**src/hdl/pasrm_pkg.sv**
```systemverilog
/*
 Constants, pointer codes, reset values and the bus state type for the
 pointer addressed sensor register map.
 Assumes a single 125 MHz clock domain in the user of this package.
*/
`default_nettype none
package pasrm_pkg;
   // ***********************************
   // Pointer codes
   // ***********************************
   localparam logic [7:0] PTR_TEMP      = 8'h00;
   localparam logic [7:0] PTR_CFG       = 8'h01;
   localparam logic [7:0] PTR_LOW       = 8'h02;
   localparam logic [7:0] PTR_HIGH      = 8'h03;
   localparam logic [7:0] PTR_NV_CFG    = 8'h11;
   localparam logic [7:0] PTR_NV_LOW    = 8'h12;
   localparam logic [7:0] PTR_NV_HIGH   = 8'h13;
   // Extra command codes, values arbitrary
   localparam logic [7:0] CMD_TO_ACTIVE = 8'ha0;
   localparam logic [7:0] CMD_TO_STORED = 8'ha1;
   // ***********************************
   // Reset and factory values
   // ***********************************
   localparam logic [15:0] TEMP_RST      = 16'h0000;
   localparam logic [15:0] FACT_CFG      = 16'h0000;
   localparam logic [15:0] FACT_LOW      = 16'h4b00;
   localparam logic [15:0] FACT_HIGH     = 16'h5000;
   // ***********************************
   // Serial framing
   // ***********************************
   localparam logic [3:0] DEV_PREFIX    = 4'h9;
   localparam logic [3:0] BITS_PER_BYTE = 4'h8;
   localparam logic [3:0] LAST_TX_BIT   = 4'h7;
   localparam logic [1:0] DATA_BYTES    = 2'h2;
   localparam int         SYNC_W        = 5;
   localparam int         SCL_IDX       = 0;
   localparam int         SDA_IDX       = 1;
   localparam int         STRAP_LO      = 2;
   localparam logic [4:0] SYNC_RST      = 5'h03;
   typedef enum logic [2:0] {
      ST_IDLE = 3'h0,
      ST_ADDR = 3'h1,
      ST_PTR  = 3'h2,
      ST_WDAT = 3'h3,
      ST_ACK  = 3'h4,
      ST_RDAT = 3'h5,
      ST_MACK = 3'h6,
      ST_SKIP = 3'h7
   } pasrm_state_t;
endpackage
`default_nettype wire

```
**src/hdl/pasrm_regmap.sv**
```systemverilog
/*
 Pointer addressed register bank of a temperature sensor with a two-wire
 serial slave: pointer, temperature result, active and stored copies of
 configuration and limits.
 Assumes SCL/SDA/strap pins are asynchronous, the open-drain SDA wire is
 resolved outside, and converter, lock and soft reset run on CLK_IN.
*/
`timescale 1ns/1ps
`default_nettype none
module pasrm_regmap (
   input  wire logic        CLK_IN,
   input  wire logic        RST_N_IN,
   input  wire logic        SOFT_RST_IN,
   input  wire logic        SCL_IN,
   input  wire logic        SDA_IN,
   output logic             SDA_OUT,
   output logic             SDA_OE_N_OUT,
   input  wire logic [2:0]  ADDR_STRAP_IN,
   input  wire logic        REG_LOCK_IN,
   input  wire logic [15:0] TEMP_DATA_IN,
   input  wire logic        TEMP_VALID_IN,
   output logic [15:0]      CONFIG_OUT,
   output logic [15:0]      LOW_LIMIT_OUT,
   output logic [15:0]      HIGH_LIMIT_OUT,
   output logic             CONV_START_OUT,
   output logic             CMD_STROBE_OUT,
   output logic [7:0]       CMD_CODE_OUT
);
   // ***********************************
   // Pin synchronisers
   // ***********************************
   logic [pasrm_pkg::SYNC_W-1:0] s1_q, s2_q, s3_q, filt_q, filt_d, agree;
   always_ff @(posedge CLK_IN) begin
      if (!RST_N_IN) begin
         s1_q   <= pasrm_pkg::SYNC_RST;
         s2_q   <= pasrm_pkg::SYNC_RST;
         s3_q   <= pasrm_pkg::SYNC_RST;
         filt_q <= pasrm_pkg::SYNC_RST;
      end else begin
         s1_q   <= {ADDR_STRAP_IN, SDA_IN, SCL_IN};
         s2_q   <= s1_q;
         s3_q   <= s2_q;
         filt_q <= filt_d;
      end
   end
   // A change counts once the second and third stages agree
   assign agree  = ~(s2_q ^ s3_q);
   assign filt_d = (filt_q & ~agree) | (s3_q & agree);

   logic scl_rise, scl_fall, bus_start, bus_stop, sda_now;
   logic [2:0] strap;
   assign sda_now   = filt_d[pasrm_pkg::SDA_IDX];
   assign strap     = filt_q[pasrm_pkg::STRAP_LO +: 3];
   assign scl_rise  = filt_d[pasrm_pkg::SCL_IDX] & ~filt_q[pasrm_pkg::SCL_IDX];
   assign scl_fall  = ~filt_d[pasrm_pkg::SCL_IDX] & filt_q[pasrm_pkg::SCL_IDX];
   assign bus_start = filt_q[pasrm_pkg::SCL_IDX] & filt_d[pasrm_pkg::SCL_IDX] &
                      filt_q[pasrm_pkg::SDA_IDX] & ~sda_now;
   assign bus_stop  = filt_q[pasrm_pkg::SCL_IDX] & filt_d[pasrm_pkg::SCL_IDX] &
                      ~filt_q[pasrm_pkg::SDA_IDX] & sda_now;

   // ***********************************
   // Register bank and bus state
   // ***********************************
   pasrm_pkg::pasrm_state_t state_q, state_d, nxt_q, nxt_d;
   logic [7:0]  ptr_q, ptr_d, sh_q, sh_d, code_q, code_d, tx;
   logic [15:0] temp_q, temp_d, cfg_q, cfg_d, low_q, low_d, high_q, high_d;
   logic [15:0] nv_cfg_q, nv_cfg_d, nv_low_q, nv_low_d, nv_high_q, nv_high_d;
   logic [15:0] rd_q, rd_d, rd_mux;
   logic [3:0]  cnt_q, cnt_d;
   logic [1:0]  wcnt_q, wcnt_d;
   logic        oe_n_q, oe_n_d, sel_q, sel_d, wok_q, wok_d, mnack_q, mnack_d;
   logic        conv_q, conv_d, cmd_q, cmd_d, ack, reading, ptr_ok, is_cmd;

   assign reading = (state_q == pasrm_pkg::ST_RDAT) || (state_q == pasrm_pkg::ST_MACK);
   assign ptr_ok  = (sh_q == pasrm_pkg::PTR_TEMP) || (sh_q == pasrm_pkg::PTR_CFG) ||
                    (sh_q == pasrm_pkg::PTR_LOW) || (sh_q == pasrm_pkg::PTR_HIGH) ||
                    (sh_q == pasrm_pkg::PTR_NV_CFG) || (sh_q == pasrm_pkg::PTR_NV_LOW) ||
                    (sh_q == pasrm_pkg::PTR_NV_HIGH);
   assign is_cmd  = (sh_q == pasrm_pkg::CMD_TO_ACTIVE) || (sh_q == pasrm_pkg::CMD_TO_STORED);

   always_comb begin
      unique case (ptr_q)
         pasrm_pkg::PTR_CFG:     rd_mux = cfg_q;
         pasrm_pkg::PTR_LOW:     rd_mux = low_q;
         pasrm_pkg::PTR_HIGH:    rd_mux = high_q;
         pasrm_pkg::PTR_NV_CFG:  rd_mux = nv_cfg_q;
         pasrm_pkg::PTR_NV_LOW:  rd_mux = nv_low_q;
         pasrm_pkg::PTR_NV_HIGH: rd_mux = nv_high_q;
         default:                rd_mux = temp_q;
      endcase
   end

   always_comb begin
      state_d = state_q;   nxt_d   = nxt_q;    ptr_d   = ptr_q;
      sh_d    = sh_q;      code_d  = code_q;   temp_d  = temp_q;
      cfg_d   = cfg_q;     low_d   = low_q;    high_d  = high_q;
      nv_cfg_d = nv_cfg_q; nv_low_d = nv_low_q; nv_high_d = nv_high_q;
      rd_d    = rd_q;      cnt_d   = cnt_q;    wcnt_d  = wcnt_q;
      oe_n_d  = oe_n_q;    sel_d   = sel_q;    wok_d   = wok_q;
      mnack_d = mnack_q;   conv_d  = 1'b0;     cmd_d   = 1'b0;
      ack     = 1'b0;
      tx      = sel_q ? rd_q[7:0] : rd_q[15:8];
      if (SOFT_RST_IN) begin
         cfg_d   = nv_cfg_q;
         low_d   = nv_low_q;
         high_d  = nv_high_q;
         ptr_d   = pasrm_pkg::PTR_TEMP;
         temp_d  = pasrm_pkg::TEMP_RST;
         conv_d  = 1'b1;
         state_d = pasrm_pkg::ST_IDLE;
         oe_n_d  = 1'b1;
      end else begin
         // Converter results that arrive while a read is shifting out are dropped
         if (TEMP_VALID_IN && !reading) begin
            temp_d = TEMP_DATA_IN;
         end
         if (bus_stop) begin
            state_d = pasrm_pkg::ST_IDLE;
            oe_n_d  = 1'b1;
         end else if (bus_start) begin
            state_d = pasrm_pkg::ST_ADDR;
            cnt_d   = '0;
            oe_n_d  = 1'b1;
         end else begin
            unique case (state_q)
               pasrm_pkg::ST_IDLE, pasrm_pkg::ST_SKIP: begin
               end
               pasrm_pkg::ST_ADDR, pasrm_pkg::ST_PTR, pasrm_pkg::ST_WDAT: begin
                  if (scl_rise) begin
                     sh_d  = {sh_q[6:0], sda_now};
                     cnt_d = cnt_q + 4'h1;
                  end else if (scl_fall && cnt_q == pasrm_pkg::BITS_PER_BYTE) begin
                     cnt_d   = '0;
                     state_d = pasrm_pkg::ST_ACK;
                     if (state_q == pasrm_pkg::ST_ADDR) begin
                        nxt_d = pasrm_pkg::ST_SKIP;
                        if (sh_q[7:1] == {pasrm_pkg::DEV_PREFIX, strap}) begin
                           ack = 1'b1;
                           if (sh_q[0]) begin
                              nxt_d = pasrm_pkg::ST_RDAT;
                              rd_d  = rd_mux;
                              sel_d = 1'b0;
                           end else begin
                              nxt_d = pasrm_pkg::ST_PTR;
                           end
                        end
                     end else if (state_q == pasrm_pkg::ST_PTR) begin
                        nxt_d  = pasrm_pkg::ST_WDAT;
                        wcnt_d = '0;
                        wok_d  = 1'b0;
                        if (ptr_ok) begin
                           ack   = 1'b1;
                           ptr_d = sh_q;
                           wok_d = (sh_q != pasrm_pkg::PTR_TEMP);
                        end else if (is_cmd) begin
                           ack    = 1'b1;
                           cmd_d  = 1'b1;
                           code_d = sh_q;
                        end
                        // Anything else is refused and the pointer stays
                     end else begin
                        nxt_d = pasrm_pkg::ST_WDAT;
                        if (wok_q && !REG_LOCK_IN && wcnt_q < pasrm_pkg::DATA_BYTES) begin
                           ack    = 1'b1;
                           wcnt_d = wcnt_q + 2'h1;
                           // Upper byte lands alone, so 8-bit access works
                           unique case (ptr_q)
                              pasrm_pkg::PTR_CFG:
                                 if (wcnt_q == '0) cfg_d[15:8] = sh_q; else cfg_d[7:0] = sh_q;
                              pasrm_pkg::PTR_LOW:
                                 if (wcnt_q == '0) low_d[15:8] = sh_q; else low_d[7:0] = sh_q;
                              pasrm_pkg::PTR_HIGH:
                                 if (wcnt_q == '0) high_d[15:8] = sh_q; else high_d[7:0] = sh_q;
                              pasrm_pkg::PTR_NV_CFG:
                                 if (wcnt_q == '0) nv_cfg_d[15:8] = sh_q; else nv_cfg_d[7:0] = sh_q;
                              pasrm_pkg::PTR_NV_LOW:
                                 if (wcnt_q == '0) nv_low_d[15:8] = sh_q; else nv_low_d[7:0] = sh_q;
                              default:
                                 if (wcnt_q == '0) nv_high_d[15:8] = sh_q; else nv_high_d[7:0] = sh_q;
                           endcase
                        end
                     end
                     oe_n_d = ~ack;
                  end
               end
               pasrm_pkg::ST_ACK: begin
                  if (scl_fall) begin
                     state_d = nxt_q;
                     oe_n_d  = 1'b1;
                     if (nxt_q == pasrm_pkg::ST_RDAT) begin
                        sh_d   = tx;
                        oe_n_d = tx[7];
                        cnt_d  = '0;
                     end
                  end
               end
               pasrm_pkg::ST_RDAT: begin
                  if (scl_fall) begin
                     if (cnt_q == pasrm_pkg::LAST_TX_BIT) begin
                        state_d = pasrm_pkg::ST_MACK;
                        oe_n_d  = 1'b1;
                     end else begin
                        sh_d   = {sh_q[6:0], 1'b0};
                        cnt_d  = cnt_q + 4'h1;
                        oe_n_d = sh_q[6];
                     end
                  end
               end
               pasrm_pkg::ST_MACK: begin
                  if (scl_rise) begin
                     mnack_d = sda_now;
                  end else if (scl_fall) begin
                     if (mnack_q) begin
                        state_d = pasrm_pkg::ST_SKIP;
                     end else begin
                        // After the low byte the same register restarts with fresh data
                        sel_d   = ~sel_q;
                        tx      = sel_q ? rd_mux[15:8] : rd_q[7:0];
                        if (sel_q) begin
                           rd_d = rd_mux;
                        end
                        sh_d    = tx;
                        oe_n_d  = tx[7];
                        cnt_d   = '0;
                        state_d = pasrm_pkg::ST_RDAT;
                     end
                  end
               end
            endcase
         end
      end
   end

   always_ff @(posedge CLK_IN) begin
      if (!RST_N_IN) begin
         state_q   <= pasrm_pkg::ST_IDLE;
         nxt_q     <= pasrm_pkg::ST_IDLE;
         ptr_q     <= pasrm_pkg::PTR_TEMP;
         sh_q      <= '0;
         code_q    <= '0;
         temp_q    <= pasrm_pkg::TEMP_RST;
         nv_cfg_q  <= pasrm_pkg::FACT_CFG;
         nv_low_q  <= pasrm_pkg::FACT_LOW;
         nv_high_q <= pasrm_pkg::FACT_HIGH;
         cfg_q     <= pasrm_pkg::FACT_CFG;
         low_q     <= pasrm_pkg::FACT_LOW;
         high_q    <= pasrm_pkg::FACT_HIGH;
         rd_q      <= '0;
         cnt_q     <= '0;
         wcnt_q    <= '0;
         oe_n_q    <= 1'b1;
         sel_q     <= 1'b0;
         wok_q     <= 1'b0;
         mnack_q   <= 1'b1;
         conv_q    <= 1'b1;
         cmd_q     <= 1'b0;
      end else begin
         state_q   <= state_d;
         nxt_q     <= nxt_d;
         ptr_q     <= ptr_d;
         sh_q      <= sh_d;
         code_q    <= code_d;
         temp_q    <= temp_d;
         nv_cfg_q  <= nv_cfg_d;
         nv_low_q  <= nv_low_d;
         nv_high_q <= nv_high_d;
         cfg_q     <= cfg_d;
         low_q     <= low_d;
         high_q    <= high_d;
         rd_q      <= rd_d;
         cnt_q     <= cnt_d;
         wcnt_q    <= wcnt_d;
         oe_n_q    <= oe_n_d;
         sel_q     <= sel_d;
         wok_q     <= wok_d;
         mnack_q   <= mnack_d;
         conv_q    <= conv_d;
         cmd_q     <= cmd_d;
      end
   end

   // Sensor logic is fed from the active copies only
   assign CONFIG_OUT     = cfg_q;
   assign LOW_LIMIT_OUT  = low_q;
   assign HIGH_LIMIT_OUT = high_q;
   assign SDA_OUT        = 1'b0;
   assign SDA_OE_N_OUT   = oe_n_q;
   assign CONV_START_OUT = conv_q;
   assign CMD_STROBE_OUT = cmd_q;
   assign CMD_CODE_OUT   = code_q;

   // ***********************************
   // Assertions
   // ***********************************
   a_ptr_after_reset: assert property (@(posedge CLK_IN) $rose(RST_N_IN) |-> ptr_q == pasrm_pkg::PTR_TEMP)
      else $error("pointer not at temperature after reset");
   a_conv_one_pulse: assert property (@(posedge CLK_IN) $rose(RST_N_IN) |-> CONV_START_OUT ##1 !CONV_START_OUT)
      else $error("conversion start not a single pulse after reset");
   a_soft_copy: assert property (@(posedge CLK_IN) disable iff (!RST_N_IN)
      SOFT_RST_IN |=> CONFIG_OUT == $past(nv_cfg_q) && HIGH_LIMIT_OUT == $past(nv_high_q))
      else $error("active copies not loaded from stored copies");
   a_ptr_only_by_ptr: assert property (@(posedge CLK_IN) disable iff (!RST_N_IN)
      $changed(ptr_q) |-> $past(state_q) == pasrm_pkg::ST_PTR || $past(SOFT_RST_IN))
      else $error("pointer changed outside a pointer byte");
   a_bad_ptr_nack: assert property (@(posedge CLK_IN) disable iff (!RST_N_IN || SOFT_RST_IN)
      state_q == pasrm_pkg::ST_PTR && scl_fall && cnt_q == pasrm_pkg::BITS_PER_BYTE && !ptr_ok && !is_cmd &&
      !bus_stop && !bus_start
      |=> SDA_OE_N_OUT && $stable(ptr_q) && state_q == pasrm_pkg::ST_ACK)
      else $error("invalid pointer byte was acknowledged or stored");
   a_data_only_wdat: assert property (@(posedge CLK_IN) disable iff (!RST_N_IN)
      $changed(cfg_q) || $changed(nv_low_q) |-> $past(state_q) == pasrm_pkg::ST_WDAT || $past(SOFT_RST_IN))
      else $error("data register changed outside a data byte");
   a_lock_holds: assert property (@(posedge CLK_IN) disable iff (!RST_N_IN)
      REG_LOCK_IN && !SOFT_RST_IN |=> $stable(low_q) && $stable(nv_cfg_q) && $stable(nv_high_q))
      else $error("register written while locked");
   a_temp_from_conv: assert property (@(posedge CLK_IN) disable iff (!RST_N_IN)
      $changed(temp_q) |-> $past(TEMP_VALID_IN) || $past(SOFT_RST_IN))
      else $error("temperature changed without a conversion");
   a_cmd_upper_bits: assert property (@(posedge CLK_IN) disable iff (!RST_N_IN)
      CMD_STROBE_OUT |-> CMD_CODE_OUT[7:5] != 3'h0 ##1 !CMD_STROBE_OUT)
      else $error("command strobe malformed");
   a_foreign_addr: assert property (@(posedge CLK_IN) disable iff (!RST_N_IN || SOFT_RST_IN)
      state_q == pasrm_pkg::ST_ADDR && scl_fall && cnt_q == pasrm_pkg::BITS_PER_BYTE && !bus_stop && !bus_start &&
      sh_q[7:1] != {pasrm_pkg::DEV_PREFIX, strap} |=> nxt_q == pasrm_pkg::ST_SKIP && SDA_OE_N_OUT)
      else $error("foreign address acknowledged");
endmodule
`default_nettype wire

```
**config.mk**
```make
export PLATFORM = sky130hd
export DESIGN_NAME = pasrm_regmap
export DESIGN_NICKNAME = d
export VERILOG_FILES = /design/src/hdl/pasrm_pkg.sv /design/src/hdl/pasrm_regmap.sv
export SDC_FILE = /design/constraint.sdc
export NUM_CORES = 1
export LEC_CHECK = 0
export BUFFER_PORTS_ARGS = -buffer_cell sky130_fd_sc_hd__buf_2
export CAP_MARGIN = 20
export CELL_PAD_IN_SITES_DETAIL_PLACEMENT = 0
export CELL_PAD_IN_SITES_GLOBAL_PLACEMENT = 2
export CORE_MARGIN = 8
export CORE_UTILIZATION = 38
export CTS_BUF_LIST = sky130_fd_sc_hd__clkbuf_2 sky130_fd_sc_hd__clkbuf_4 sky130_fd_sc_hd__clkbuf_8
export DETAILED_ROUTE_END_ITERATION = 12
export PLACE_DENSITY_LB_ADDON = 0.2
export SETUP_SLACK_MARGIN = 0.2
export SLEW_MARGIN = 20
export SYNTH_ARGS = -nofsm -noshare
export SYNTH_HDL_FRONTEND = slang
export SYNTH_SLANG_ARGS = --single-unit
```
**constraint.sdc**
```tcl
create_clock -name CLK_IN -period 3.1 [get_ports CLK_IN]
set_input_delay 0.465 -clock CLK_IN [delete_from_list [all_inputs] [get_ports CLK_IN]]
set_output_delay 0.465 -clock CLK_IN [all_outputs]
set_load 0.03 [all_outputs]
```
# [Word level (Yosys, flattened, before mapping)]
# Index checks and enable logic that the tools add are counted.
[op_classes] n_addsub=2 n_mux=113 n_lt_le_gt_ge=1 n_bitwise=31 n_eq_ne=56 n_reduce_logical=59
[op_table] op="$mux W16" count=39
[op_table] op="$mux W8" count=12
[op_table] op="$pmux W16 S6" count=1
[op_table] op="$reduce_and A11 Y1" count=7
[op_table] op="$reduce_and A10 Y1" count=7
[op_table] op="$eq A8 B5 Y1 const B" count=6
[op_table] op="$reduce_and A8 Y1" count=6
[op_table] op="$mux W4" count=10
[op_table] op="$ne A2 B2 Y1 const B" count=20
[op_table] op="$eq A8 B2 Y1 const B" count=4
[op_table] op="$mux W1" count=32
[op_table] op="$pmux W16 S2" count=1
[op_table] op="$pmux W8 S4" count=1
[op_table] op="$mux W3" count=10
[op_table] op="$ne A3 B3 Y1 const B" count=9
[op_table] op="$reduce_and A12 Y1" count=2
[op_table] op="$not A1 Y1" count=18
[op_table] op="$reduce_bool A2 Y1" count=9
[op_table] op="$eq A8 B1 Y1 const B" count=2
[op_table] op="$eq A8 B8 Y1 const B" count=2
[op_table] op="$pmux W4 S4" count=1
[op_table] op="$reduce_and A13 Y1" count=1
[op_table] op="$eq A3 B3 Y1 const B" count=4
[op_table] op="$pmux W3 S4" count=1
[op_table] op="other kinds (34)" count=57
[word_totals] input_bits=26 register_bits=190 output_inout_bits=60 word_cells=294

# [Logic depth before layout (Yosys ltp)]
# Gate-level depths: netlist of the first run.
[depth] depth_word=20 mapped_depth=10

# [Worst setup path after synthesis of the first run]
# Ideal clock, no wire load.
[synth_path] kind="input to register" from="input REG_LOCK_IN" to="register nv_cfg_q[8]" stages=6 arrival_time_ns=2.181 setup_slack_ns=0.791 t_required_ns=2.972 setup_time_ns=0.128 path_cell_list="nor3b_1 o21ai_0 or4_4 nor3_4 mux2i_1 nor2_1"
[synth_between] elab_chain_len=4
[synth_lines] element="from (decl)" line_no="pasrm_regmap.sv:19" text="input wire logic REG_LOCK_IN,"
[synth_lines] element="$logic_not A1 Y1" line_no="pasrm_regmap.sv:163" text="if (wok_q && !REG_LOCK_IN && wcnt_q < pasrm_pkg::DATA_BYTES) begin"
[synth_lines] element="$logic_and A1 B1 Y1 (2 in a row)" line_no="pasrm_regmap.sv:163"
[synth_lines] element="$reduce_and A11 Y1 (no source line)"
[synth_lines] element="to (signal assigned)" line_no="pasrm_regmap.sv:242" text="nv_cfg_q <= pasrm_pkg::FACT_CFG;"
[synth_lines] element="to (signal assigned)" line_no="pasrm_regmap.sv:264" text="nv_cfg_q <= nv_cfg_d;"
[synth_lines] element="to (decl)" line_no="pasrm_regmap.sv:67" text="logic [15:0] nv_cfg_q, nv_cfg_d, nv_low_q, nv_low_d, nv_high_q, nv_high_d;"
# No other way between the ends.
# A chain may end at the register's enable or synchronous reset.

# [Worst setup path after layout of the first run]
[layout_path] from="register ptr_q[1]" to="register low_q[10] (netlist: LOW_LIMIT_OUT[10])"
[layout_between] elab_chain_len=3
[layout_lines] element="from (decl)" line_no="pasrm_regmap.sv:65" text="logic [7:0] ptr_q, ptr_d, sh_q, sh_d, code_q, code_d, tx;"
[layout_lines] element="from (signal assigned)" line_no="pasrm_regmap.sv:238" text="ptr_q <= pasrm_pkg::PTR_TEMP;"
[layout_lines] element="from (signal assigned)" line_no="pasrm_regmap.sv:260" text="ptr_q <= ptr_d;"
[layout_lines] element="$eq A8 B2 Y1" line_no="pasrm_regmap.sv:167" text="unique case (ptr_q)"
[layout_lines] element="$reduce_bool A2 Y1 (no source line)"
[layout_lines] element="$reduce_and A10 Y1 (no source line)"
[layout_lines] element="to (signal assigned)" line_no="pasrm_regmap.sv:246" text="low_q <= pasrm_pkg::FACT_LOW;"
[layout_lines] element="to (signal assigned)" line_no="pasrm_regmap.sv:268" text="low_q <= low_d;"
[layout_lines] element="to (decl)" line_no="pasrm_regmap.sv:66" text="logic [15:0] temp_q, temp_d, cfg_q, cfg_d, low_q, low_d, high_q, high_d;"
# No other way between the ends.

==> impl_metrics.env, run 1 <==
export IMPL_worst_ep_arrival_time_ns=3.20
export IMPL_layout_area_overhead_vs_synth_pct=14.7
export IMPL_critical_path_top_delay_family="simple AND/OR/NAND/NOR gates"
export IMPL_drtIter0Drc=643
export IMPL_synth_top_cell_area_share_pct=42.7
export IMPL_gp_congestion=0.902
export IMPL_drtAntennaViolNets=0
export IMPL_cpPeakStageDelay_ns=0.64
export IMPL_die_x_um=169
export IMPL_hold_path_end="s1_q[0]"
export IMPL_skew_ns=0.0226
export IMPL_io_pins=86
export IMPL_fin_crit_ns=2.78
export IMPL_p_seq_share_pct=55.2
export IMPL_yosys_warnings=0
export IMPL_finalSetupViolations=0
export IMPL_fill_cells=2446
export IMPL_core_area_mm2=0.0233
export IMPL_ctsHoldBuffers=0
export IMPL_path_cells="or3b_1 > nor2_2 > a21oi_1 > nor2_1 > nor2_1 > nor3_1"
export IMPL_peakVddDrop_v=0.000216
export IMPL_fp_dieArea_mm2=0.0286
export IMPL_clk_latency_ns=0.50
export IMPL_synth_enable_flop_cells=0
export IMPL_drv_cap=0
export IMPL_regArea_mm2=0.00380
export IMPL_design_area_mm2=0.0102
export IMPL_cp_end_kind="register"
export IMPL_rr_worst_depth=6
export IMPL_power_share_switching_pct=30.0
export IMPL_setup_tns_ns=0
export IMPL_reg2reg_to="LOW_LIMIT_OUT[10]"
export IMPL_fin_hold_ws_ns=0.152
export IMPL_worstMarginPinSlew_ns=0.981
export IMPL_comb_power_share_pct=7.3
export IMPL_placed_cell_area_mm2=0.00978
export IMPL_fin_nets=1130
export IMPL_multi_input_area_mm2=0.00475
export IMPL_power_switching_mw=1.38
export IMPL_row_count=56
export IMPL_setup_ws_ns=0.319
export IMPL_synth_seq_cells=190
export IMPL_ctsResizeCount=0
export IMPL_slew_headroom_pct=34.5
export IMPL_status="finished clean"
export IMPL_path_class="reg2reg"
export IMPL_grt_usage_pct=22.0
export IMPL_cts_sinks=190
export IMPL_min_from="SCL_IN"
export IMPL_htree_num_levels=4
export IMPL_tritoncts="yes"
export IMPL_pre_cts_ws_ns=0.452
export IMPL_clk_pin_slew_worst_paths_ns=0.12
export IMPL_drive_gt1_share_pct=18.3
export IMPL_routed_via_density=5.66
export IMPL_holdPathStages=2
export IMPL_synth_area_leaders="dfxtp_1 (43%), mux2i_1 (8.2%), nor2_1 (6.2%), a21oi_1 (5.7%), a211oi_1 (4.9%)"
export IMPL_synth_cell_types=82
export IMPL_timing_rr_start="ptr_q[1]"
export IMPL_cp_common_cell="nor2_1"
export IMPL_hpwl_mm=22.3
export IMPL_max_clock_freq_mhz=360
export IMPL_drc=0
export IMPL_path_buf_inv=0
export IMPL_yosysTopAreaCell="dfxtp_1"
export IMPL_internal_power_mw=3.22
export IMPL_overflow=0
export IMPL_leakage_nw=3.84
export IMPL_cts_buffers_inserted=17
export IMPL_vias=8110
export IMPL_async_reset_ff_share_pct=0
export IMPL_post_cts_buffers=0
export IMPL_hold_violations=0
export IMPL_ys_seq_area_share_pct=42.7
export IMPL_critPathLaunchType="register"
export IMPL_avgSynthCellArea_um2=8.64
export IMPL_p_per_area_mw_per_mm2=451
export IMPL_hold_class="in2reg"
export IMPL_start_util_pct=38.3
export IMPL_power_share_clock_pct=37.5
export IMPL_path_max_fanout=10
export IMPL_first_pass_iters=5
export IMPL_finalPower_mw=4.60
export IMPL_antenna_found_initial=0
export IMPL_grt_pass1_vias=7644
export IMPL_port_buffers=84
export IMPL_synthesis_area_mm2=0.00890
export IMPL_clockBufferDepth=2
export IMPL_critical_path_required_ns=3.52
export IMPL_drv_slew=0
export IMPL_syn_nets=1059
export IMPL_ys_flop_type="dfxtp_1"
export IMPL_r2r_slack_ns=0.32
export IMPL_finalCritPeriodShare_pct=89.7
export IMPL_slowest_stage="nor2_1"
export IMPL_root_buffer="clkbuf_8"
export IMPL_die_h_um=169
export IMPL_rsz0062_at_grt="false"
export IMPL_routedWlPerCell_um=22.0
export IMPL_syn_inst=1030
export IMPL_num_antenna_cells=0
export IMPL_grt_pass1_wl_mm=48.2
export IMPL_routed_wl_mm=31.5
export IMPL_grt_max_degree=113
[worst max path at each step]
| stage | to | slack (ns) | from | depth (start not counted) |
|---|---|---|---|---|
| after floorplan | nv_cfg_q[8] | 0.79 | REG_LOCK_IN | 6 |
| after global placement | LOW_LIMIT_OUT[15] | 0.44 | ptr_q[1] | 6 |
| after detailed placement | LOW_LIMIT_OUT[13] | 0.45 | ptr_q[1] | 6 |
| after CTS | LOW_LIMIT_OUT[10] | 0.43 | ptr_q[1] | 6 |
| after global routing | LOW_LIMIT_OUT[10] | 0.22 | ptr_q[1] | 6 |
| final | LOW_LIMIT_OUT[10] | 0.32 | ptr_q[1] | 6 |
[cell usage in the layout, fill, tap and decap left out, drive strengths merged, types with 6 or more instances in the layout]
cell type | synthesis | routed
a211oi | 58 | 58
a21oi | 101 | 101
a221oi | 6 | 6
a22oi | 16 | 16
a31oi | 8 | 8
and2 | 17 | 17
and3 | 9 | 9
buf | 27 | 128
clkbuf | 49 | 17
clkinv | 2 | 10
dfxtp | 190 | 190
inv | 15 | 21
mux2 | 9 | 9
mux2i | 73 | 73
nand2 | 72 | 72
nand2b | 10 | 10
nand3 | 34 | 34
nor2 | 153 | 153
nor2b | 12 | 12
nor3 | 12 | 12
nor3b | 8 | 8
nor4 | 7 | 7
o21ai | 37 | 37
o22ai | 7 | 7
o31ai | 8 | 8
[per-stage QoR]
step,std cells,utilization (%)
2_1_floorplan,1030,-
3_3_place_gp,1401,42.1
3_5_place_dp,1401,42.1
4_1_cts,1433,43.9
5_1_grt,1433,43.9
6_report,1433,43.9
[cell type report]
cell class / instances / area share (%)
well taps: 319 / 3.91
clock buffers: 17 / 2.29
inverters: 17 / 0.637
clock inverters: 15 / 1.81
repair buffers: 128 / 7.60
flip-flops and latches: 190 / 37.3
multi-input cells: 747 / 46.5
[sequential cells by signal, indices dropped and copies added (netlist names), 4 cells and up, named ones only]
signal,flops
CONFIG_OUT,16
HIGH_LIMIT_OUT,16
LOW_LIMIT_OUT,16
nv_cfg_q,16
nv_high_q,16
nv_low_q,16
rd_q,16
temp_q,16
CMD_CODE_OUT,8
ptr_q,8
sh_q,8
s1_q,5
s2_q,5
s3_q,5
cnt_q,4
[power by group through the flow]
stage                     clock (mW)  combinational, mW  sequential [mW]
final                           1.73              0.338             2.54
after global routing            1.86              0.367             2.55
after CTS                       1.76              0.339             2.54
after detailed placement           0              0.339             2.59
after global placement             0              0.336             2.59
after floorplan                    0              0.163             2.64
[Yosys cell counts, types with 7 or more instances]
master / count
a211oi_1: 58
a21oi_1: 101
a22oi_1: 16
a31oi_1: 8
and2_1: 17
and3_1: 9
buf_2: 19
clkbuf_1: 48
dfxtp_1: 190
inv_1: 15
mux2_2: 9
mux2i_1: 73
nand2_1: 72
nand2b_1: 10
nand3_1: 33
nor2_1: 148
nor2b_1: 12
nor3_1: 10
nor3b_1: 7
o21ai_0: 36
o22ai_1: 7
o31ai_1: 8
[routing by layer]
metal | wire length, µm | up-vias | part of all wire, % | track usage (%)
met2 | 14000 | 279 | 44 | 33.2
met4 | 381 | 0 | 1.2 | 4.96
met1 | 15100 | 3930 | 48 | 31.5
met3 | 2050 | 23 | 6.5 | 4.68
li1 | - | 3878 | - | -
met5 | 0 | - | 0 | 0
[kinds of logic (layout without fill, tap and decap cells)]
| kind of cell | after synthesis | in the layout | synth area share [%] |
|---|---|---|---|
| fa+ha+maj | 3 | 3 | 0.422 |
| flops | 190 | 190 | 42.7 |
| simple gates | 363 | 363 | 20.4 |
| xor+xnor | 4 | 4 | 0.394 |
| compound gates | 289 | 289 | 21.2 |
| buf+inv | 93 | 177 | 4.29 |
| other cells | 1 | 1 | 0.0421 |
| mux | 87 | 87 | 10.6 |
Power figures use the tool's default switching activity.
==> run 2: changes to the inputs <==
==> constraint.sdc (replaced) <==
create_clock -name CLK_IN -period 3.1 [get_ports CLK_IN]
set_input_delay 0.155 -clock CLK_IN [delete_from_list [all_inputs] [get_ports CLK_IN]]
set_output_delay 0.155 -clock CLK_IN [all_outputs]
set_load 0.03 [all_outputs]
==> impl_metrics.env, run 2 (synthesis gave the netlist of run 1 again) <==
export IMPL_status="finished clean"
export IMPL_reg2reg_to="nv_cfg_q[11]"
export IMPL_fill_cells=2414
export IMPL_grt_usage_pct=22.1
export IMPL_routed_wl_mm=31.8
export IMPL_drc=0
export IMPL_gp_congestion=0.940
export IMPL_fin_hold_ws_ns=0.226
export IMPL_finalSetupViolations=0
export IMPL_ctsHoldBuffers=21
export IMPL_layout_area_overhead_vs_synth_pct=16.9
export IMPL_p_per_area_mw_per_mm2=440
export IMPL_peakVddDrop_v=0.000285
export IMPL_max_clock_freq_mhz=364
export IMPL_power_share_switching_pct=29.6
export IMPL_p_seq_share_pct=55.4
export IMPL_fin_crit_ns=2.74
export IMPL_vias=8191
export IMPL_routedWlPerCell_um=21.9
export IMPL_worst_ep_arrival_time_ns=3.10
export IMPL_ctsResizeCount=0
export IMPL_drtIter0Drc=741
export IMPL_die_x_um=169
export IMPL_worstSetupPathDepth=6
export IMPL_path_max_fanout=19
export IMPL_tritoncts="yes"
export IMPL_antenna_found_initial=0
export IMPL_drv_cap=0
export IMPL_worstMarginPinSlew_ns=0.979
export IMPL_path_buf_inv=0
export IMPL_setup_tns_ns=0
export IMPL_crit_end="nv_cfg_q[11]"
export IMPL_timing_rr_start="state_q[1]"
export IMPL_layout_commonest_cell="dfxtp_1"
export IMPL_internal_power_mw=3.23
export IMPL_grt_pass1_wl_mm=48.7
export IMPL_core_area_mm2=0.0233
export IMPL_leakage_nw=3.92
export IMPL_path_class="reg2reg"
export IMPL_fin_nets=1152
export IMPL_power_switching_mw=1.36
export IMPL_start_util_pct=38.3
export IMPL_drive_gt1_share_pct=18.0
export IMPL_overflow=0
export IMPL_skew_ns=0.0239
export IMPL_comb_power_share_pct=7.8
export IMPL_clk_pin_slew_worst_paths_ns=0.12
export IMPL_min_from="SOFT_RST_IN"
export IMPL_slowest_stage="dfxtp_1"
export IMPL_routed_via_density=5.63
export IMPL_r2r_slack_ns=0.36
export IMPL_cp_end_kind="register"
export IMPL_path_cells="o21ba_2 > nand3_2 > or4_4 > nor3_4 > mux2i_1 > nor2_1"
export IMPL_first_pass_iters=7
export IMPL_fp_dieArea_mm2=0.0286
export IMPL_slew_headroom_pct=34.7
export IMPL_finalCritPeriodShare_pct=88.5
export IMPL_power_share_clock_pct=36.8
export IMPL_row_count=56
export IMPL_num_antenna_cells=0
export IMPL_fin_util_pct=44.7
export IMPL_critPathLaunchType="register"
export IMPL_critical_path_top_delay_family="simple AND/OR/NAND/NOR gates"
export IMPL_die_h_um=169
export IMPL_layout_common_cells="dfxtp_1 (190), nor2_1 (148), a21oi_1 (101), buf_2 (84), mux2i_1 (73)"
export IMPL_hold_violations=0
export IMPL_clockBufferDepth=2
export IMPL_drtAntennaViolNets=0
export IMPL_grt_pass1_vias=7752
export IMPL_hold_class="in2reg"
export IMPL_port_buffers=84
export IMPL_grt_max_degree=63
export IMPL_io_pins=86
export IMPL_rsz0062_at_grt="false"
export IMPL_cts_sinks=190
export IMPL_cts_buffers_inserted=17
export IMPL_post_cts_buffers=0
export IMPL_htree_num_levels=4
export IMPL_critical_path_required_ns=3.45
export IMPL_drv_slew=0
export IMPL_cpPeakStageDelay_ns=0.71
export IMPL_root_buffer="clkbuf_8"
export IMPL_hpwl_mm=22.7
export IMPL_crit_start="state_q[1]"
export IMPL_rr_worst_depth=6
export IMPL_clk_latency_ns=0.48
## run 2: cell count changes in the layout (fill, tap and decap cells not counted), sizes merged
| cell | delta |
|---|---|
| clkinvlp | +1 |
| dlygate4sd3 | +21 |
| buf | +1 |
| clkinv | -1 |
## run 2: layout make-up
class                      instances  area [µm²]  share of cell area (%)
multi-input combinational        747        4740                    45.6
sequential                       190        3800                    36.6
timing repair buffer             150         993                    9.55
tap                              319         399                    3.84
clock buffer                      17         234                    2.25
clock inverter                    15         170                    1.64
inverter                          17        65.1                   0.625
## run 2: worst register-to-register path: cells and delay by family (launching register included)
family | cells | cell delay [ns]
AND/OR/NAND/NOR | 4 | 1.32
flip-flops | 1 | 0.71
multiplexers | 1 | 0.28
AO/OA/AOI/OAI | 1 | 0.30
## run 2: per-stage QoR
stage | area (µm²) | power [mW] | worst slack, ns | instances
2_1_floorplan | 8900 | 2.81 | 0.915 | 1030
5_1_grt | 10400 | 4.77 | 0.205 | 1455
4_1_cts | 10400 | 4.63 | 0.356 | 1455
3_3_place_gp | 9790 | 2.93 | 0.531 | 1402
3_5_place_dp | 9790 | 2.93 | 0.448 | 1402
6_report | 10400 | 4.58 | 0.355 | 1455
## run 2: worst min-delay path by stage
stage                     endpoint  slack, ns  cells after the start
final                      mnack_q       0.23                      6
after global routing       mnack_q       0.24                      3
after CTS                  mnack_q       0.20                      6
after detailed placement   s1_q[1]       0.34                      2
after global placement     s1_q[0]       0.34                      2
after floorplan            s1_q[0]       0.26                      1
## run 2: power by group through the flow
stage	clock network [mW]	registers (mW)	logic [mW]
finish	1.68	2.54	0.357
floorplan	0	2.64	0.163
global route	1.84	2.55	0.388
CTS	1.73	2.54	0.358
detailed placement	0	2.59	0.337
global placement	0	2.59	0.335
## run 2: per-layer routing
| metal | routed length [µm] | track usage [%] | vias to the layer above |
|---|---|---|---|
| li1 | - | - | 3917 |
| met1 | 15100 | 31.9 | 3923 |
| met2 | 14000 | 33.3 | 325 |
| met3 | 2320 | 4.59 | 26 |
| met4 | 358 | 4.62 | 0 |
| met5 | 0 | 0 | - |
==> run 3: changes to the inputs <==
--- a/config.mk
+++ b/config.mk
@@ -5,12 +5,13 @@
 export SDC_FILE = /design/constraint.sdc
 export NUM_CORES = 1
 export LEC_CHECK = 0
+export ABC_AREA = 1
 export BUFFER_PORTS_ARGS = -buffer_cell sky130_fd_sc_hd__buf_2
 export CAP_MARGIN = 20
 export CELL_PAD_IN_SITES_DETAIL_PLACEMENT = 0
 export CELL_PAD_IN_SITES_GLOBAL_PLACEMENT = 2
 export CORE_MARGIN = 8
-export CORE_UTILIZATION = 38
+export CORE_UTILIZATION = 35
 export CTS_BUF_LIST = sky130_fd_sc_hd__clkbuf_2 sky130_fd_sc_hd__clkbuf_4 sky130_fd_sc_hd__clkbuf_8
 export DETAILED_ROUTE_END_ITERATION = 12
 export PLACE_DENSITY_LB_ADDON = 0.2
==> impl_metrics.env, run 3 <==
export IMPL_status="finished clean"
export IMPL_routedWlPerCell_um=19.2
export IMPL_synth_compound_area_share_pct=23.4
export IMPL_path_max_fanout=17
export IMPL_min_from="RST_N_IN"
export IMPL_grt_pass1_wl_mm=51.7
export IMPL_synth_area_mux_share_pct=0
export IMPL_p_per_area_mw_per_mm2=451
export IMPL_synth_most_common_cell="dfxtp_1"
export IMPL_layout_commonest_cell="dfxtp_1"
export IMPL_timing_rr_start="sh_q[7]"
export IMPL_rsz0062_at_grt="false"
export IMPL_peakVddDrop_v=0.000202
export IMPL_design_area_mm2=0.0104
export IMPL_cp_end_kind="register"
export IMPL_leakage_nw=4.50
export IMPL_row_count=58
export IMPL_hold_violations=0
export IMPL_r2r_slack_ns=0.59
export IMPL_synth_cell_types=43
export IMPL_num_antenna_cells=0
export IMPL_grt_usage_pct=21.6
export IMPL_gp_congestion=0.875
export IMPL_synth_commonest_cells="dfxtp_1 (190), nand2_1 (180), a21oi_1 (178)"
export IMPL_regArea_mm2=0.00380
export IMPL_fill_cells=2719
export IMPL_skew_ns=0.0239
export IMPL_cts_buffers_inserted=17
export IMPL_layout_common_cells="dfxtp_1 (190), nand2_1 (180), a21oi_1 (178), nor2_1 (162), o21ai_0 (162)"
export IMPL_drv_slew=0
export IMPL_fin_nets=1412
export IMPL_io_pins=86
export IMPL_fin_crit_ns=2.51
export IMPL_synth_top_cell_area_share_pct=42.7
export IMPL_die_h_um=175
export IMPL_post_cts_buffers=0
export IMPL_cts_sinks=190
export IMPL_reg2reg_to="rd_q[4]"
export IMPL_synthesis_area_mm2=0.00890
export IMPL_htree_num_levels=4
export IMPL_grt_pass1_vias=8534
export IMPL_start_util_pct=35.5
export IMPL_setup_ws_ns=0.592
export IMPL_first_pass_iters=7
export IMPL_routed_wl_mm=33.1
export IMPL_drtAntennaViolNets=0
export IMPL_fin_hold_ws_ns=0.0718
export IMPL_setup_tns_ns=0
export IMPL_clk_pin_slew_worst_paths_ns=0.11
export IMPL_ys_flop_type="dfxtp_1"
export IMPL_finalCritPeriodShare_pct=80.9
export IMPL_port_buffers=84
export IMPL_grt_max_degree=61
export IMPL_grt_met2_usage_pct=34.6
export IMPL_max_clock_freq_mhz=399
export IMPL_ys_seq_area_share_pct=42.7
export IMPL_fp_dieArea_mm2=0.0308
export IMPL_hold_class="in2reg"
export IMPL_slew_headroom_pct=44.8
export IMPL_drtIter0Drc=789
export IMPL_async_reset_ff_share_pct=0
export IMPL_pre_cts_ws_ns=0.614
export IMPL_critical_path_required_ns=3.49
export IMPL_hold_path_end="s3_q[0]"
export IMPL_vias=8953
export IMPL_overflow=0
export IMPL_syn_nets=1306
export IMPL_finalPower_mw=4.68
export IMPL_grt_busiest_layer="met2"
export IMPL_layout_area_overhead_vs_synth_pct=16.5
export IMPL_finalSetupViolations=0
export IMPL_rr_worst_depth=12
export IMPL_yosys_warnings=0
export IMPL_synth_simple_area_share_pct=24.0
export IMPL_antenna_found_initial=0
export IMPL_hpwl_mm=24.2
export IMPL_placed_cell_area_mm2=0.00977
export IMPL_drive_gt1_share_pct=14.5
export IMPL_synthXorXnorAreaFrac_pct=0.197
export IMPL_worstMarginPinSlew_ns=0.826
export IMPL_drv_cap=0
export IMPL_core_area_mm2=0.0251
export IMPL_met3_usage_pct=3.24
export IMPL_synth_top_family_by_area="simple AND/OR/NAND/NOR gates"
export IMPL_critPathLaunchType="register"
export IMPL_grt_use_met1_pct=30.1
export IMPL_tritoncts="yes"
export IMPL_path_class="reg2reg"
export IMPL_clk_latency_ns=0.49
export IMPL_synthAdderAreaFrac_pct=0.422
export IMPL_worst_ep_arrival_time_ns=2.90
export IMPL_clockBufferDepth=2
export IMPL_yosysTopAreaCell="dfxtp_1"
export IMPL_routed_via_density=5.19
export IMPL_drc=0
export IMPL_holdPathStages=2
export IMPL_syn_inst=1277
export IMPL_die_x_um=175
export IMPL_multi_input_area_mm2=0.00428
export IMPL_root_buffer="clkbuf_8"
export IMPL_synth_seq_cells=190
export IMPL_avgSynthCellArea_um2=6.97
export IMPL_synth_area_leaders="dfxtp_1 (43%), a21oi_1 (10%), o21ai_0 (9.1%), nand2_1 (7.6%), nor2_1 (6.8%)"
export IMPL_synth_enable_flop_cells=0
[run 3: kinds of logic (layout without fill, tap and decap cells)]
group / Yosys count / count (layout)
simple gates: 487 / 487
compound gates: 386 / 386
buf+inv: 208 / 327
flops: 190 / 190
fa+ha+maj: 3 / 3
xor+xnor: 2 / 2
other cells: 1 / 1
[run 3: report_power, final]
part           switching [mW]  internal (mW)  total (mW)
Combinational           0.310          0.136       0.446
Sequential             0.0423           2.49        2.53
Clock                    1.08          0.613        1.70
[run 3: worst max-delay path by stage]
stage,from,end,depth (start not counted)
after floorplan,cnt_q[0],LOW_LIMIT_OUT[14],10
after global routing,ptr_q[0],sh_q[7],11
after global placement,ptr_q[0],SDA_OE_N_OUT,11
after detailed placement,ptr_q[0],sh_q[3],11
after CTS,ptr_q[0],sh_q[3],11
final,sh_q[7],rd_q[4],12
[run 3: area by class of cell]
cell class                 instances  share of cell area [%]
sequential                       190                    36.7
multi-input combinational        879                    41.3
clock inverter                    14                    1.42
timing repair buffer             142                    8.80
clock buffer                      18                    2.33
inverter                         153                    5.54
tap                              330                    3.98
[run 3: metrics by stage]
stage	cells	utilization, %
2_1_floorplan	1277	-
3_3_place_gp	1672	38.9
3_5_place_dp	1672	38.9
4_1_cts	1726	41.3
5_1_grt	1726	41.3
6_report	1726	41.3
[run 3: routing by layer]
layer,up-vias,routed length (µm)
li1,4444,-
met1,4242,15500
met2,236,15500
met3,31,1570
met4,0,471
met5,-,0
[run 3: what timing repair did]
| action | CTS | global route |
|---|---|---|
| hold buffers | 22 | 0 |
| gates resized for setup | 0 | 0 |
| endpoints found under the hold margin | 21 | 0 |
[run 3: worst max-delay path, stage by stage, from the launching register on]
cell and delay (ns):
dfxtp_1 0.51, inv_1 0.23, nor2_1 0.16, nand3_1 0.08
nor2_1 0.19, nand2_1 0.12, nand2_1 0.08, nand4_1 0.19
nor2_4 0.31, buf_4 0.26, nand2_1 0.09, nor2_1 0.13
nor2_1 0.05
